===== src/core/acs_pkg.sv =====
// Constants and types shared by the converter scan control block
package acs_pkg;

  // --------------------------------------------------------------
  // Register byte offsets
  // --------------------------------------------------------------
  localparam logic [7:0]  ACS_OFS_CONTROL = 8'h00;
  localparam logic [7:0]  ACS_OFS_RESULT  = 8'h04;
  localparam logic [7:0]  ACS_OFS_IRQ_EN  = 8'h0C;

  // --------------------------------------------------------------
  // Control register fields
  // --------------------------------------------------------------
  localparam int          ACS_SEL_LSB     = 0;
  localparam int          ACS_DIV_LSB     = 8;
  localparam int          ACS_BURST_BIT   = 16;
  localparam int          ACS_CONVERSION_LENGTH_LSB    = 17;
  localparam int          ACS_START_LSB   = 24;
  localparam int          ACS_EDGE_BIT    = 27;

  // --------------------------------------------------------------
  // Result and interrupt enable fields
  // --------------------------------------------------------------
  localparam int          ACS_RES_LSB     = 6;
  localparam int          ACS_CHN_LSB     = 24;
  localparam int          ACS_OVR_BIT     = 30;
  localparam int          ACS_DONE_BIT    = 31;
  localparam int          ACS_GIE_BIT     = 8;

  // --------------------------------------------------------------
  // Values and counts
  // --------------------------------------------------------------
  localparam logic [7:0]  ACS_SEL_RESET   = 8'h00;
  localparam logic [7:0]  ACS_SEL_EMPTY   = 8'h01;
  localparam logic [7:0]  ACS_DIV_RESET   = 8'h00;
  localparam logic [2:0]  ACS_CONVERSION_LENGTH_RESET  = 3'h0;
  localparam logic [2:0]  ACS_START_NONE  = 3'h0;
  localparam logic [2:0]  ACS_START_NOW   = 3'h1;
  localparam logic [8:0]  ACS_IRQ_RESET   = 9'h100;
  localparam logic [3:0]  ACS_FULL_CLOCKS = 4'hB;
  localparam logic [9:0]  ACS_RES_FULL    = 10'h3FF;

  typedef enum logic [0:0]
  {
    ACS_IDLE = 1'b0,
    ACS_RUN  = 1'b1
  } acs_phase_t;

endpackage : acs_pkg


===== src/core/acs_conv_timer.sv =====
// Converter clock divider and per-conversion clock counter
module acs_conv_timer
  import acs_pkg::*;
(
  input  wire logic       clk_sys,
  input  wire logic       reset,
  input  wire logic [7:0] divider,
  input  wire logic       start,
  input  wire logic [3:0] length,
  output logic            conv_clk_tick,
  output logic            conv_finish
);

  typedef struct packed {
    logic [7:0] pre;
    logic [3:0] cnt;
    logic       run;
    logic       tick;
    logic       fin;
  } acs_timer_t;

  acs_timer_t st;
  acs_timer_t next_st;

  // --------------------------------------------------------------
  // Divide and count
  // --------------------------------------------------------------
  always_comb
  begin
    next_st      = st;
    next_st.tick = 1'b0;
    next_st.fin  = 1'b0;
    if (start)
    begin
      next_st.run = 1'b1;
      next_st.pre = 8'h00;
      next_st.cnt = length;
    end
    else if (st.run)
    begin
      if (st.pre == divider)
      begin
        next_st.pre  = 8'h00;
        next_st.tick = 1'b1;
        if (st.cnt == 4'h1)
        begin
          next_st.run = 1'b0;
          next_st.fin = 1'b1;
        end
        else
        begin
          next_st.cnt = st.cnt - 4'h1;
        end
      end
      else
      begin
        next_st.pre = st.pre + 8'h01;
      end
    end
  end

  always_ff @(posedge clk_sys)
  begin
    if (reset)
      st <= '0;
    else
      st <= next_st;
  end

  assign conv_clk_tick = st.tick;
  assign conv_finish   = st.fin;

endmodule : acs_conv_timer


===== src/core/acs_scan_ctrl.sv =====
// Channel scan control of the successive approximation converter
//
// Summary of operation
// - Control bits 7 to 0 form a mask where bit n picks analog input n.
// - In scan mode any mix of mask bits, up to all eight, is accepted.
// - An all zero mask acts as if only channel 0 were chosen.
// - The converter clock is the bus clock divided by bits 15:8 plus one.
// - With bit 16 clear a software conversion takes 11 converter clocks.
// - With bit 16 set conversions repeat back to back over the mask.
// - A scan starts at the lowest chosen channel and then goes upward.
// - Clearing bit 16 stops scanning but lets the running one finish.
// - In scan mode a non zero trigger code blocks all conversions.
// - Outside scan mode trigger code 1 starts now and code 0 never.
// - Done flag bit 31 sets at completion; a result read or control
//       write clears it.
//
// Local design decisions: the Avalon-MM interface to the registers and the register addresses.
module acs_scan_ctrl
  import acs_pkg::*;
(
  input  wire logic        clk_sys,
  input  wire logic        reset,
  input  wire logic [7:0]  avs_address,
  input  wire logic        avs_read,
  input  wire logic        avs_write,
  input  wire logic [31:0] avs_writedata,
  input  wire logic [3:0]  avs_byteenable,
  output logic [31:0]      avs_readdata,
  output logic             avs_waitrequest,
  input  wire logic [9:0]  sar_data,
  output logic [2:0]       analog_inputs_select,
  output logic             conv_start,
  output logic             conv_clk_tick,
  output logic             conv_done,
  output logic             global_done_irq_enable
);

  typedef struct packed {
    logic        wait_q;
    logic [31:0] rdata;
    logic [7:0]  sel;
    logic [7:0]  div;
    logic        burst;
    logic [2:0]  conversion_length;
    logic [2:0]  start;
    logic        edge_fall;
    logic [8:0]  irq_en;
    logic        sw_req;
    acs_phase_t  phase;
    logic        scanning;
    logic        kick;
    logic        in_burst;
    logic [2:0]  cur;
    logic [2:0]  shift;
    logic [3:0]  len;
    logic [9:0]  sync1;
    logic [9:0]  sync2;
    logic [9:0]  result;
    logic [2:0]  res_chan;
    logic        overrun;
    logic        done;
  } acs_state_t;

  acs_state_t st;
  acs_state_t next_st;
  logic       finish;
  logic       tick;

  // --------------------------------------------------------------
  // Helpers
  // --------------------------------------------------------------
  // First chosen channel above 'from' when 'after' is set, else or past the top the lowest one
  function automatic logic [2:0] acs_pick
  (
    input logic [7:0] mask,
    input logic [2:0] from,
    input logic       after
  );
    logic [2:0] low;
    logic [2:0] up;
    logic       up_ok;
    low   = 3'h0;
    up    = 3'h0;
    up_ok = 1'b0;
    for (int i = 7; i >= 0; i--)
    begin
      if (mask[i])
        low = i[2:0];
      if (mask[i] && after && (i[2:0] > from))
      begin
        up    = i[2:0];
        up_ok = 1'b1;
      end
    end
    acs_pick = up_ok ? up : low;
  endfunction : acs_pick

  function automatic logic [31:0] acs_ctrl_word(input acs_state_t s);
    logic [31:0] w;
    w = 32'h0000_0000;
    w[ACS_SEL_LSB +: 8]   = s.sel;
    w[ACS_DIV_LSB +: 8]   = s.div;
    w[ACS_BURST_BIT]      = s.burst;
    w[ACS_CONVERSION_LENGTH_LSB +: 3]  = s.conversion_length;
    w[ACS_START_LSB +: 3] = s.start;
    w[ACS_EDGE_BIT]       = s.edge_fall;
    acs_ctrl_word = w;
  endfunction : acs_ctrl_word

  // --------------------------------------------------------------
  // Next state
  // --------------------------------------------------------------
  always_comb
  begin
    logic [31:0] merged;
    logic [31:0] res_word;
    logic [7:0]  eff_sel;
    logic        take;
    logic        wr_ctrl;
    logic        rd_res;
    merged   = acs_ctrl_word(st);
    res_word = 32'h0000_0000;
    eff_sel  = 8'h00;
    take     = 1'b0;
    wr_ctrl  = 1'b0;
    rd_res   = 1'b0;
    next_st  = st;

    next_st.kick  = 1'b0;
    next_st.sync1 = sar_data;
    next_st.sync2 = st.sync1;

    // Bus slave: one wait cycle, commit when waitrequest is low
    take           = (avs_read || avs_write) && !st.wait_q;
    next_st.wait_q = !((avs_read || avs_write) && st.wait_q);
    wr_ctrl        = take && avs_write && (avs_address == ACS_OFS_CONTROL);
    rd_res         = take && avs_read && (avs_address == ACS_OFS_RESULT);

    res_word[ACS_RES_LSB +: 10] = st.result;
    res_word[ACS_CHN_LSB +: 3]  = st.res_chan;
    res_word[ACS_OVR_BIT]       = st.overrun;
    res_word[ACS_DONE_BIT]      = st.done;

    if (avs_address == ACS_OFS_CONTROL)
      next_st.rdata = acs_ctrl_word(st);
    else if (avs_address == ACS_OFS_RESULT)
      next_st.rdata = res_word;
    else if (avs_address == ACS_OFS_IRQ_EN)
      next_st.rdata = {23'h000000, st.irq_en};
    else
      next_st.rdata = 32'h0000_0000;

    for (int b = 0; b < 4; b++)
    begin
      if (avs_byteenable[b])
        merged[b*8 +: 8] = avs_writedata[b*8 +: 8];
    end

    // result read or control write clears done
    if (wr_ctrl || rd_res)
      next_st.done = 1'b0;

    if (wr_ctrl)
    begin
      next_st.sel       = merged[ACS_SEL_LSB +: 8];
      next_st.div       = merged[ACS_DIV_LSB +: 8];
      next_st.burst     = merged[ACS_BURST_BIT];
      next_st.conversion_length      = merged[ACS_CONVERSION_LENGTH_LSB +: 3];
      next_st.start     = merged[ACS_START_LSB +: 3];
      next_st.edge_fall = merged[ACS_EDGE_BIT];
      next_st.sw_req    = !merged[ACS_BURST_BIT] &&
                          (merged[ACS_START_LSB +: 3] == ACS_START_NOW);
    end
    if (take && avs_write && (avs_address == ACS_OFS_IRQ_EN))
      next_st.irq_en = avs_writedata[8:0];

    // Completion; setting done wins over a clear in the same cycle
    if (finish)
    begin
      next_st.phase    = ACS_IDLE;
      next_st.result   = st.sync2 & (ACS_RES_FULL << st.shift);
      next_st.res_chan = st.cur;
      next_st.done     = 1'b1;
      next_st.overrun  = st.in_burst && st.done && !rd_res;
    end

    eff_sel = (st.sel == 8'h00) ? ACS_SEL_EMPTY : st.sel;

    // a cleared scan bit only ends the sequence
    if (!st.burst)
      next_st.scanning = 1'b0;

    if ((st.phase == ACS_IDLE) || finish)
    begin
      if (st.burst && (st.start == ACS_START_NONE))
      begin
        next_st.kick     = 1'b1;
        next_st.phase    = ACS_RUN;
        next_st.in_burst = 1'b1;
        next_st.scanning = 1'b1;
        next_st.cur      = acs_pick(eff_sel, st.cur, st.scanning);
        // length code trims clocks and bits
        next_st.len      = ACS_FULL_CLOCKS - {1'b0, st.conversion_length};
        next_st.shift    = st.conversion_length;
      end
      else if (st.sw_req && !st.burst)
      begin
        next_st.kick     = 1'b1;
        next_st.phase    = ACS_RUN;
        next_st.in_burst = 1'b0;
        next_st.sw_req   = 1'b0;
        next_st.cur      = acs_pick(eff_sel, 3'h0, 1'b0);
        next_st.len      = ACS_FULL_CLOCKS;
        next_st.shift    = 3'h0;
      end
    end
  end

  // --------------------------------------------------------------
  // State register
  // --------------------------------------------------------------
  always_ff @(posedge clk_sys)
  begin
    // idle with cleared control fields after reset; irq_en loads 9'h100
    if (reset)
    begin
      st        <= '0;
      st.wait_q <= 1'b1;
      st.sel    <= ACS_SEL_RESET;
      st.div    <= ACS_DIV_RESET;
      st.conversion_length   <= ACS_CONVERSION_LENGTH_RESET;
      st.start  <= ACS_START_NONE;
      st.irq_en <= ACS_IRQ_RESET;
      st.phase  <= ACS_IDLE;
    end
    else
    begin
      st <= next_st;
    end
  end

  // --------------------------------------------------------------
  // Converter timing
  // --------------------------------------------------------------
  acs_conv_timer u_timer
  (
    .clk_sys       (clk_sys),
    .reset         (reset),
    .divider       (st.div),
    .start         (st.kick),
    .length        (st.len),
    .conv_clk_tick (tick),
    .conv_finish   (finish)
  );

  // --------------------------------------------------------------
  // Outputs
  // --------------------------------------------------------------
  assign avs_readdata           = st.rdata;
  assign avs_waitrequest        = st.wait_q;
  assign analog_inputs_select   = st.cur;
  assign conv_start             = st.kick;
  assign conv_clk_tick          = tick;
  assign conv_done              = st.done;
  assign global_done_irq_enable = st.irq_en[ACS_GIE_BIT];

endmodule : acs_scan_ctrl


===== config.mk =====
export PLATFORM = sky130hd
export DESIGN_NAME = acs_scan_ctrl
export DESIGN_NICKNAME = d
export VERILOG_FILES = /design/src/core/acs_pkg.sv /design/src/core/acs_conv_timer.sv /design/src/core/acs_scan_ctrl.sv
export SDC_FILE = /design/constraint.sdc
export NUM_CORES = 1
export LEC_CHECK = 0
export CAP_MARGIN = 15
export CORE_MARGIN = 2
export CORE_UTILIZATION = 51
export CTS_CLUSTER_DIAMETER = 100
export DETAILED_ROUTE_END_ITERATION = 16
export DONT_BUFFER_PORTS = 1
export GPL_TIMING_DRIVEN = 1
export PLACE_DENSITY_LB_ADDON = 0.05
export SYNTH_ARGS = -nofsm -noshare
export SYNTH_HDL_FRONTEND = slang
export SYNTH_SLANG_ARGS = --single-unit

===== constraint.sdc =====
create_clock -name clk_sys -period 2.5 [get_ports clk_sys]
set_input_delay 0.125 -clock clk_sys [delete_from_list [all_inputs] [get_ports clk_sys]]
set_output_delay 0.125 -clock clk_sys [all_outputs]
set_load 0.01 [all_outputs]

==> flow_results.org, run 1 <==
** Floorplanning
- I/O Pins :: 98
- The die is 104 µm wide.
- Area inside the core boundary :: 9770 µm²
- Overall die area :: 10,800 µm²
- Die height :: 104 µm
- For this configuration, the core starts out at a cell density of 0.523.
- Cell row count :: 36

** Worst setup path
- CP required :: 2.90 ns
- Terminus of the critical flop-to-flop path :: st[74]
- Worst-case register-to-register setup slack :: 0.26 ns
- The number of cells on the worst reg-to-reg path is 6.
- The startpoint identified for the worst register-to-register timing path is avs_waitrequest.
- For this run, the slowest stage of the critical path takes 0.56 ns.
- By startpoint and endpoint, the worst setup path is classified as reg -> reg.
- Tracing the worst setup path back leads to its startpoint at avs_waitrequest.
- The signal on the critical path passes through nor2b_1, and3_1, nand2_1, nand2_1, a21oi_1, dlygate4sd3_1.
- In this design, the critical path's most frequently occurring cell is nand2_1.
- The worst setup path is launched from a register.
- Data arrives at the worst endpoint at 2.64 ns.
- End point of the critical path :: st[74]
- On the critical path, the stage with the largest delay is an instance of dlygate4sd3_1.
- Critical path capture point type :: register
- In this run the worst path has a maximum fanout of 12.

** Yosys
- Number of synthesized flops with an enable pin :: 0
- Top flip-flop cell by instance count after synthesis :: dfxtp_1
- Netlist Area Pre-Place :: 5110 µm²
- Of the total synthesized cell area, the portion taken by XOR and XNOR cells is 0.0257.
- Dominant combinational cell family by area after synthesis :: simple AND/OR/NAND/NOR gates
- Portion of netlist area occupied by mux cells :: 0.0399
- Synthesized-area fraction occupied by ao, oa, aoi and oai cells :: 0.143
- Simple-gate share of the synthesized area :: 0.209
- Synthesis handed over a netlist of 555 instances.
- Average instance area after synthesis :: 9.21 µm²
- Counting flops with an async set or reset pin after synthesis yields a share of 0.
- Register bit total from synthesis :: 124
- Synth warn :: 0
- Yosys mapped the design onto 58 distinct sky130hd cell types.
- Of the total synthesized cell area, the portion taken by full adders, half adders and majority gates is 0.00734.
- Of the synthesized area, sequential elements account for 0.485.

** Clock tree
- CTS root buf :: clkbuf_8
- The clock drives 124 sinks.
- CTS built an H-tree with a depth of 4.
- Clock transition at the registers of the reported paths :: 0.06 ns
- For the worst-skew pair, the clock arrives at the later sink with an insertion delay of 0.52 ns.
- The longest clock path from root to sink contains 2 buffers.
- TritonCTS built the clock tree.
- Number of buffers inserted to repair setup after CTS :: 0
- Clock tree synthesis inserted a total of 17 buffers.

** Layout
- From synthesis to final layout, the design area changed by 21.7%.
- Of the cells placed in the final design, the portion with a size suffix greater than 1 is 0.0906.
- Post-layout nets :: 644
- Diode insertion count for antenna repair :: 0
- Summed area of non-filler cells in the final layout :: 6220 µm²
- Commonest cells after routing, fill and taps aside :: dfxtp_1 (124), dlygate4sd3_1 (59), nor2_1 (51), nand2_1 (47), a21oi_1 (41)
- The library cell used most frequently in the layout, excluding fill and tap cells, is dfxtp_1.

** Timing
- Min cycle time layout :: 2.24 ns
- Setup TNS Final :: 0 ns
- Setup violations remaining at the end of the flow were counted as 0.
- The number of hold-slack violations in the final timing report came to 0.
- Setup repair after global routing left no endpoint under its margin.
- Fin crit share :: 0.894
- For the pin with the worst max-slew slack, the measured transition is 0.581 ns.
- Worst hold slack after final layout :: 0.0235 ns
- Number of pins with negative max-slew slack in the final report :: 0
- Worst clock skew :: 0.00837 ns
- Based on the critical path, the design can be clocked at up to 0.447 GHz.
- Headroom to the max-slew limit came out at 0.613.

** Power and ir drop
- VDD sags by at most 0.523 mV.
- Sequential Power Share :: 0.426
- Switching portion of total power :: 0.199
- Combinational share of power :: 0.025
- Internal power comes to 0.00375 W.
- Pwr Total :: 0.00469 W
- Power spread over the standard cell area amounts to 754 nW/µm².
- Switching power :: 0.000934 W
- Of the total power, the clock network draws 0.549.
- Total leakage power :: 2.22 nW

** Drt
- Vias :: 3,943
- After detailed routing, the number of remaining DRC violations is 0.
- In the routed layout, each cell is associated on average with a via count of 5.41.
- In this run the remaining antenna-violating nets after routing total 0.
- After detailed routing, the total wire length is 11,700 µm.
- After detailed routing, the average wire length per cell comes to 16.1 µm.
- The first routing iteration left 246 violations.
- The first TritonRoute pass finished after 4 iterations.

** Global route
- Global route total overflow :: 0
- Global-route wire length before repair :: 19,100 µm
- Largest net degree at the start of global routing :: 93
- Number of global-route vias before repair :: 3,745
- The initial antenna violation count was 0.
- All-layer global routing usage :: 0.222

** Place
- Placement Cell Area :: 4980 µm²
- After legalization and detailed placement, the total HPWL measured 7490 µm.
- Number of buffers inserted by port buffering :: 0
- Routability-driven placement finished with a final weighted congestion of 0.818.

** Worst hold path
- In this run the worst hold path is classified as in -> reg.

** Status
- The run finished with clean final reports.

** Job
- The tool flagged a number of max-cap violations equal to 0.
worst min path at each step:
| stage | from | to | slack (ns) | cells past startpoint |
|---|---|---|---|---|
| 6_report | reset | avs_readdata[31] | 0.02 | 3 |
| 5_1_grt | reset | avs_readdata[31] | 0.02 | 3 |
| 4_1_cts | reset | avs_readdata[31] | 0.001 | 3 |
| 3_5_place_dp | reset | st[22] | 0.20 | 1 |
| 3_3_place_gp | reset | st[24] | 0.20 | 1 |
| 2_1_floorplan | avs_write | avs_waitrequest | 0.24 | 1 |
synthesized netlist by cell type, types with 11 or more instances:
cell type    n  area [µm²]
mux2i_1     17         170
clkbuf_1    21        78.8
a22o_1      16         140
buf_4       36         270
nor2b_1     23         144
nor2_1      51         191
inv_1       13        48.8
nand3_1     37         185
a21oi_1     41         205
xnor2_1     12         105
nand2b_1    11        68.8
nand2_1     47         176
dfxtp_1    124        2480
metrics by stage:
| step | setup slack [ns] | util | cells |
|---|---|---|---|
| floorplan | 0.721 | - | 560 |
| global placement | 0.588 | 0.509 | 637 |
| detailed placement | 0.553 | 0.509 | 637 |
| CTS | 0.260 | 0.636 | 729 |
| global route | 0.0782 | 0.636 | 729 |
| finish | 0.264 | 0.636 | 729 |
metal layers:
layer	track usage	wire length [µm]
met5	0	0
met4	0.0656	75
met3	0.0645	659
met2	0.338	5270
met1	0.306	5740
cells by family (layout without fill, tap and decap cells):
logic type / count (synthesis) / after routing
simple gates: 210 / 210
flops: 124 / 124
compound gates: 102 / 102
buf+inv: 80 / 116
mux: 20 / 20
xor+xnor: 15 / 15
fa+ha+maj: 3 / 3
other cells: 1 / 6
state kept, by name, summed over array words and instances, names as in the netlist, 3 cells and up:
register and count:
st 66, avs_readdata 26, u_timer.st 13, next_st 10, analog_inputs_select 3
what timing repair did:
action	in CTS	in global routing
resized for setup	0	0
hold buffers	60	0
hold endpoints to repair	94	0
worst max-delay path, delay by kind of cell, from the launching register on:
kind | cells | cell delay, ns
AOI/OAI and AO/OA | 1 | 0.06
buffers and inverters | 1 | 0.56
DFF | 1 | 0.37
and+or+nand+nor | 4 | 1.13
power by group through the flow:
| stage | combinational (W) | sequential, W | clock, W |
|---|---|---|---|
| 6_report | 0.000117 | 0.00200 | 0.00257 |
| 5_1_grt | 0.000127 | 0.00200 | 0.00270 |
| 4_1_cts | 0.000116 | 0.00200 | 0.00262 |
| 3_5_place_dp | 0.0000311 | 0.00204 | 0 |
| 3_3_place_gp | 0.0000308 | 0.00204 | 0 |
| 2_1_floorplan | 0.0000570 | 0.00204 | 0 |
layout make-up:
cell class,instances,area (µm²)
Clock inverter,10,163
Tap cell,133,166
Fill cell,855,3550
Multi-Input combinational cell,356,2200
Timing Repair Buffer,71,701
Clock buffer,22,463
Inverter,13,48.8
Sequential cell,124,2480
(Power assumes the default switching activity.)
==> run 2, diff against run 1 <==
--- a/config.mk
+++ b/config.mk
@@ -6,8 +6,10 @@
 export NUM_CORES = 1
 export LEC_CHECK = 0
 export CAP_MARGIN = 15
+export CELL_PAD_IN_SITES_DETAIL_PLACEMENT = 1
+export CELL_PAD_IN_SITES_GLOBAL_PLACEMENT = 1
 export CORE_MARGIN = 2
-export CORE_UTILIZATION = 51
+export CORE_UTILIZATION = 47
 export CTS_CLUSTER_DIAMETER = 100
 export DETAILED_ROUTE_END_ITERATION = 16
 export DONT_BUFFER_PORTS = 1
==> flow_results.org, run 2 (synthesized netlist as in run 1, its figures left out) <==
** Layout
- Summed area of non-filler cells in the final layout :: 6270 µm² (was 6220 µm²)
- The register bank with the most flops is st (unchanged).
- The final-stage net count was 652 (was 644).
- Commonest cells after routing, fill and taps aside :: dfxtp_1 (124), dlygate4sd3_1 (67), nor2_1 (51), nand2_1 (47), a21oi_1 (41) (was dfxtp_1 (124), dlygate4sd3_1 (59), nor2_1 (51), nand2_1 (47), a21oi_1 (41))
- Combined area of the multi-input logic cells :: 2200 µm² (about the same)
- Syn-to-layout area delta :: 22.6% (was 21.7%)
- Fill cell total of the finished layout :: 1,202 (was 855)
- The most frequent standard cell in the layout excluding fill and tap cells is dfxtp_1 (unchanged).
- Flip-flop count of the largest register, all copies and words added :: 66 (unchanged)
- Diode insertion count for antenna repair :: 0 (unchanged)
- The fraction of layout cells with a size suffix above 1 was 0.0927 (was 0.0906).
- Combined flip-flop and latch cell area :: 2480 µm² (unchanged)

** Worst setup path
- Worst-path cell chain: nor2b_1, and3_4, nand3_1, dlygate4sd3_1, a21oi_1, dlygate4sd3_1 (was nor2b_1, and3_1, nand2_1, nand2_1, a21oi_1, dlygate4sd3_1).
- The count of buffering cells on the critical path with inverters included came to 2 (was 1).
- The setup slack of the most critical reg-to-reg path came to 0.12 ns (was 0.26 ns).
- The maximum fanout along the worst path was 12 (unchanged).
- Critical path capture point type :: register (unchanged)
- The kind of critical path is reg -> reg (unchanged).
- The biggest cell delay along the critical path is 0.59 ns (was 0.56 ns).
- Slowest-stage cell, CP :: dlygate4sd3_1 (unchanged)
- Cell type group with the largest total delay on the critical path :: buffers and inverters (was simple AND/OR/NAND/NOR gates)
- The startpoint type of the worst setup path is a register (unchanged).
- CP required :: 2.96 ns (was 2.90 ns)
- Crit path top cell by count :: dlygate4sd3_1 (was nand2_1)
- Worst path arrival time :: 2.83 ns (was 2.64 ns)

** Clock tree
- The level count of the clock H-tree came to 4 (unchanged).
- The setup fix buffers added after clock tree synthesis is 0 (unchanged).
- Clock sinks :: 124 (unchanged)
- The root buffer cell is clkbuf_8 (unchanged).
- Clock transition at the registers of the reported paths :: 0.06 ns (about the same)
- CTS tree :: built (unchanged)
- The maximum clock path buffer count was 2 (unchanged).
- Number of buffers inserted during clock tree synthesis :: 17 (unchanged)
- Clock latency on the worst-skew pair :: 0.52 ns (about the same)

** Worst hold path
- The worst min-delay path category is in -> reg (unchanged).

** Global route
- The largest net degree at the start of global routing came to 94 (was 93).
- The number of global-route vias before repair came to 4,189 (was 3,745).
- The wire length of the first global-routing pass came to 21,700 µm (was 19,100 µm).
- The initial antenna violation count came to 0 (unchanged).
- The overall track demand over capacity in global routing was 0.243 (was 0.222).
- Global route total overflow :: 0 (unchanged)

** Status
- Status :: completed (unchanged)

** Timing
- Worst clock skew :: 0.00494 ns (was 0.00837 ns)
- The number of hold-slack violations in the final timing report is 0 (unchanged).
- The measured slew at the worst slew-check pin was 0.531 ns (was 0.581 ns).
- The summed negative setup slack over all endpoints was 0 ns (unchanged).
- The final hold slack is 0.0678 ns (was 0.0235 ns).
- The setup-violating endpoint count in the final report was 0 (unchanged).
- Setup repair after global routing missed its margin :: no (unchanged)
- Min cycle time layout :: 2.38 ns (was 2.24 ns)
- The upper clock frequency limit is 0.421 GHz (was 0.447 GHz).
- The post-route worst setup slack came to 0.122 ns (was 0.264 ns).
- The worst slew slack as a fraction of its limit came to 0.645 (was 0.613).
- Number of pins with negative max-slew slack in the final report :: 0 (unchanged)
- The final clock period utilization by the worst path was 0.951 (was 0.894).

** Power and ir drop
- IR Drop Worst-Case VDD :: 0.469 mV (was 0.523 mV)
- The leakage power summed over all cells is 2.24 nW (was 2.22 nW).
- The overall power was 0.00451 W (was 0.00469 W).
- The total power divided by cell area came to 719 nW/µm² (was 754 nW/µm²).

** Floorplanning
- The width of the die is 108 µm (was 104 µm).
- The total number of placement rows is 38 (was 36).
- Die height :: 108 µm (was 104 µm)
- The number of primary I/O pins was 98 (unchanged).
- Overall die area :: 11,700 µm² (was 10,800 µm²)
- Initial core utilization :: 0.476 (was 0.523)
- The core region area is 10,700 µm² (was 9770 µm²).

** Drt
- The post-detailed-route via-to-cell ratio was 5.43 (was 5.41).
- The violation count after the first detailed-routing iteration is 205 (was 246).
- Number of antenna-violating nets in the routed design :: 0 (unchanged)
- Top layer in use :: met4 (unchanged)
- Final Routed Wirelength :: 13,500 µm (was 11,700 µm)
- Avg WL per Cell :: 18.2 µm (was 16.1 µm)
- The via count is 4,041 (was 3,943).
- Routed wl met2 :: 6420 µm (was 5270 µm)
- Post-route met1 wirelength :: 6310 µm (was 5740 µm)
- The remaining design rule violation count came to 0 (unchanged).
- The iteration count of the initial detailed-routing pass was 5 (was 4).
- Total met3 wirelength after detailed routing :: 597 µm (was 659 µm)

** Place
- Sum of net half-perimeters after detailed placement :: 8300 µm (was 7490 µm)
- The post-placement cell area is 4990 µm² (was 4980 µm²).
- The last weighted congestion value of the routability-driven placer came to 0.836 (was 0.818).
- The number of buffers added on ports came to 0 (unchanged).
- The minimum setup slack after placement was 0.537 ns (was 0.553 ns).

** Job
- Max-capacitance violation count :: 0 (unchanged)
run 2: changes by cell type in the layout (fill, tap and decap cells not counted):
cell	delta
clkinv_4	-1
bufinv_16	-1
clkbuf_8	-2
clkinv_2	+5
clkbuf_1	-1
and3_4	+1
dlygate4sd3_1	+8
and3_1	-1
run 2: where the power goes:
group          internal (W)  leakage, nW  switching, W
Combinational     0.0000634        0.945     0.0000584
Clock               0.00153        0.287      0.000858
Sequential          0.00199         1.00    0.00000646
run 2: final cells by class:
class                      instances  area share
sequential                       124       0.396
multi-input combinational        356       0.351
timing repair buffer              79       0.125
clock buffer                      19      0.0688
tap                              140      0.0279
clock inverter                    13      0.0237
inverter                          13     0.00778
run 2: metrics by stage:
stage | cells | util
5_1_grt | 744 | 0.583
6_report | 744 | 0.583
3_3_place_gp | 644 | 0.464
4_1_cts | 744 | 0.583
3_5_place_dp | 644 | 0.464
2_1_floorplan | 560 | -
run 2: path summary, 6_finish.rpt:
check | cells after the start | start | endpoint
hold reg to reg | 1 | next_st[24] | st[24]
hold / removal | 2 | avs_address[3] | avs_readdata[4]
setup / recovery | 6 | avs_waitrequest | st[70]
setup reg to reg | 6 | avs_waitrequest | st[70]
run 2: per-layer routing:
| metal | vias up | global-route usage |
|---|---|---|
| li1 | 1974 | - |
| met1 | 1942 | 0.310 |
| met2 | 106 | 0.400 |
| met3 | 19 | 0.0585 |
| met4 | 0 | 0.0925 |
| met5 | - | 0 |
run 2: worst reg2reg max path, delay by kind of cell, from the launching register on:
family	cells	cell delay (ns)
and+or+nand+nor	3	0.63
DFF	1	0.38
AOI/OAI and AO/OA	1	0.15
buffers and inverters	2	1.15
run 2: what timing repair did:
item                                    4_1_cts  5_1_grt
hold endpoints to repair                     96        0
endpoints found under the setup margin        0        3
gates resized for setup                       0        2
hold buffers                                 68        0
==> run 3, diff against run 2 <==
--- a/config.mk
+++ b/config.mk
@@ -9,7 +9,7 @@
 export CELL_PAD_IN_SITES_DETAIL_PLACEMENT = 1
 export CELL_PAD_IN_SITES_GLOBAL_PLACEMENT = 1
 export CORE_MARGIN = 2
-export CORE_UTILIZATION = 47
+export CORE_UTILIZATION = 32
 export CTS_CLUSTER_DIAMETER = 100
 export DETAILED_ROUTE_END_ITERATION = 16
 export DONT_BUFFER_PORTS = 1
==> flow_results.org, run 3 (synthesized netlist as in run 1, its figures left out) <==
** Drt
- The violation count after the first detailed-routing iteration came to 168 (was 205).
- The number of antenna-violating nets in the routed design is 0 (unchanged).
- The post-detailed-route via-to-cell ratio was 4.78 (was 5.43).
- The remaining design rule violation count is 0 (unchanged).
- Number of iterations in the first detailed-routing pass :: 4 (was 5)
- Vias :: 3,852 (was 4,041)
- The detailed-route wire length came to 13,700 µm (was 13,500 µm).
- Avg WL per Cell :: 17.0 µm (was 18.2 µm)

** Layout
- Summed area of non-filler cells in the final layout :: 6260 µm² (was 6270 µm²)
- Commonest cells after routing, fill and taps aside :: dfxtp_1 (124), dlygate4sd3_1 (53), nor2_1 (51), nand2_1 (47), a21oi_1 (41) (was dfxtp_1 (124), dlygate4sd3_1 (67), nor2_1 (51), nand2_1 (47), a21oi_1 (41))
- Commonest non-fill, non-tap cell in the layout :: dfxtp_1 (unchanged)
- Fill cell total of the finished layout :: 1,807 (was 1,202)
- Reg with most FFs :: st (unchanged)
- Syn-to-layout area delta :: 22.4% (was 22.6%)
- Combined flip-flop and latch cell area :: 2480 µm² (unchanged)
- Flip-flop count of the largest register, all copies and words added :: 66 (unchanged)
- The antenna diode count was 0 (unchanged).
- The multi-input combinational cell area was 2200 µm² (about the same).
- Share of final-layout standard cells stronger than drive strength 1 :: 0.0949 (was 0.0927)
- The final-stage net count was 638 (was 652).
- Non-filler instance count after layout :: 806 (was 744)

** Clock tree
- Depth of the CTS H-tree :: 4 (unchanged)
- The number of hold-repair buffers added at the cts stage is 54 (was 68).
- The clock latency reported for the late side of the worst-skew pair came to 0.41 ns (was 0.52 ns).
- The setup fix buffers added after clock tree synthesis came to 0 (unchanged).
- The number of buffers created by CTS came to 17 (unchanged).
- The clock input transition at the sequential cells of the worst setup and hold paths is 0.06 ns (about the same).
- The maximum clock path buffer count was 2 (unchanged).
- CTS tree :: built (unchanged)
- The post-CTS resize count came to 0 (unchanged).
- CTS root buf :: clkbuf_16 (was clkbuf_8)
- Clock sinks :: 124 (unchanged)

** Timing
- The number of hold-slack violations in the final timing report is 0 (unchanged).
- Actual transition at the worst max-transition pin :: 0.522 ns (was 0.531 ns)
- Fin worst setup slack :: 0.482 ns (was 0.122 ns)
- Worst hold slack after final layout :: 0.0211 ns (was 0.0678 ns)
- Setup repair after global routing missed its margin: no (unchanged).
- Worst clock skew :: 0.00452 ns (was 0.00494 ns)
- Fin crit share :: 0.807 (was 0.951)
- Min cycle time layout :: 2.02 ns (was 2.38 ns)
- Finish-stage setup viols :: 0 (unchanged)
- The worst slew slack as a fraction of its limit came to 0.649 (was 0.645).
- Number of pins with negative max-slew slack in the final report :: 0 (unchanged)
- The summed negative setup slack over all endpoints was 0 ns (unchanged).
- The upper clock frequency limit came to 0.495 GHz (was 0.421 GHz).

** Worst setup path
- The maximum fanout along the worst path was 28 (was 12).
- Worst-case register-to-register setup slack :: 0.48 ns (was 0.12 ns)
- The source of the critical timing path is avs_waitrequest (unchanged).
- Worst reg2reg path startpoint :: avs_waitrequest (unchanged)
- The number of cell instances on the worst register-to-register path came to 6 (unchanged).
- Terminus of the critical flop-to-flop path :: st[74] (was st[70])
- The kind of critical path is reg -> reg (unchanged).
- The type of element capturing the critical path was a register (unchanged).
- The last element of the critical path is st[74] (was st[70]).
- Startpoint kind of the worst setup timing path :: register (unchanged)
- Worst path arrival time :: 2.36 ns (was 2.83 ns)
- CP required :: 2.84 ns (was 2.96 ns)

** Global route
- Met2 track demand over resource :: 0.271 (was 0.400)
- All-layer global routing usage :: 0.171 (was 0.243)
- Most utilized layer in the global route result :: met2 (unchanged)
- The initial antenna violation count came to 0 (unchanged).
- Global-route wire length before repair :: 21,700 µm (about the same)
- GR met1 Demand/Resource :: 0.225 (was 0.310)
- GR Layer Usage met3 :: 0.0464 (was 0.0585)
- The largest net degree at the start of global routing is 92 (was 94).
- Global route total overflow :: 0 (unchanged)
- Number of global-route vias before repair :: 3,963 (was 4,189)

** Place
- Placement Cell Area :: 5080 µm² (was 4990 µm²)
- The minimum setup slack after placement was 0.518 ns (was 0.537 ns).
- Placed Cells incl. Taps :: 720 (was 644)
- The last weighted congestion value of the routability-driven placer came to 0.838 (was 0.836).
- The number of buffers added on ports came to 0 (unchanged).
- Sum of net half-perimeters after detailed placement :: 9170 µm (was 8300 µm)

** Power and ir drop
- The largest vdd supply drop was 0.463 mV (was 0.469 mV).
- The total power divided by cell area was 743 nW/µm² (was 719 nW/µm²).
- Total leakage power :: 2.19 nW (was 2.24 nW)

** Worst hold path
- Worst hold path class :: in -> reg (unchanged)

** Floorplanning
- The total number of placement rows came to 46 (was 38).
- The vertical extent of the die is 130 µm (was 108 µm).
- Overall die area :: 17,000 µm² (was 11,700 µm²)
- Area inside the core boundary :: 15,800 µm² (was 10,700 µm²)
- The number of primary I/O pins was 98 (unchanged).
- Width of the chip :: 130 µm (was 108 µm)
- The effective utilization at floorplan was 0.324 (was 0.476).

** Status
- Status: completed (unchanged).

** Job
- The count of max-cap constraint violations was 0 (unchanged).
[run 3: changes by cell type in the layout (fill, tap and decap cells not counted)]
cell,before,now
clkinv_2,7,2
and3_1,5,6
clkbuf_16,16,17
clkbuf_1,1,0
and3_4,1,0
dlygate4sd3_1,67,53
clkinvlp_4,2,3
inv_6,0,1
clkinv_4,1,4
[run 3: where the power goes]
group	switching, W	internal (W)	total (W)	leakage [nW]
sequential	0.00000614	0.00199	0.00200	1.00
combinational	0.0000532	0.0000592	0.000112	0.892
clock	0.000916	0.00162	0.00254	0.296
[run 3: cell type report]
class	count	area share
Sequential cell	124	0.397
Inverter	13	0.00780
Clock inverter	13	0.0266
Tap cell	216	0.0432
Timing Repair Buffer	65	0.102
Multi-Input combinational cell	356	0.351
Clock buffer	19	0.0724
[run 3: worst min-delay path by stage]
stage	startpoint	to	slack, ns	cells past startpoint
floorplan	avs_write	avs_waitrequest	0.24	1
global placement	reset	st[12]	0.21	1
detailed placement	reset	u_timer.st[2]	0.20	1
CTS	avs_address[3]	avs_readdata[8]	0.01	3
global route	avs_address[3]	avs_readdata[8]	0.03	3
finish	avs_address[3]	avs_readdata[8]	0.02	3
[run 3: worst max-delay path, cell delays in order (launching register included)]
cell	delay, ns
dfxtp_1	0.38
nor2b_1	0.23
and3_1	0.18
buf_4	0.31
nand3_1	0.12
dlygate4sd3_1	0.59
a21oi_1	0.13
[run 3: layer usage]
layer,part of all wire,vias up
met2,0.47,63
met5,0,-
li1,-,1935
met3,0.031,11
met1,0.48,1843
met4,0.014,0
[run 3: metrics by stage]
| step | utilization | total power (W) |
|---|---|---|
| 5_1_grt | 0.397 | 0.00484 |
| 3_3_place_gp | 0.322 | 0.00207 |
| 2_1_floorplan | - | 0.00210 |
| 4_1_cts | 0.397 | 0.00473 |
| 3_5_place_dp | 0.322 | 0.00207 |
| 6_report | 0.397 | 0.00465 |
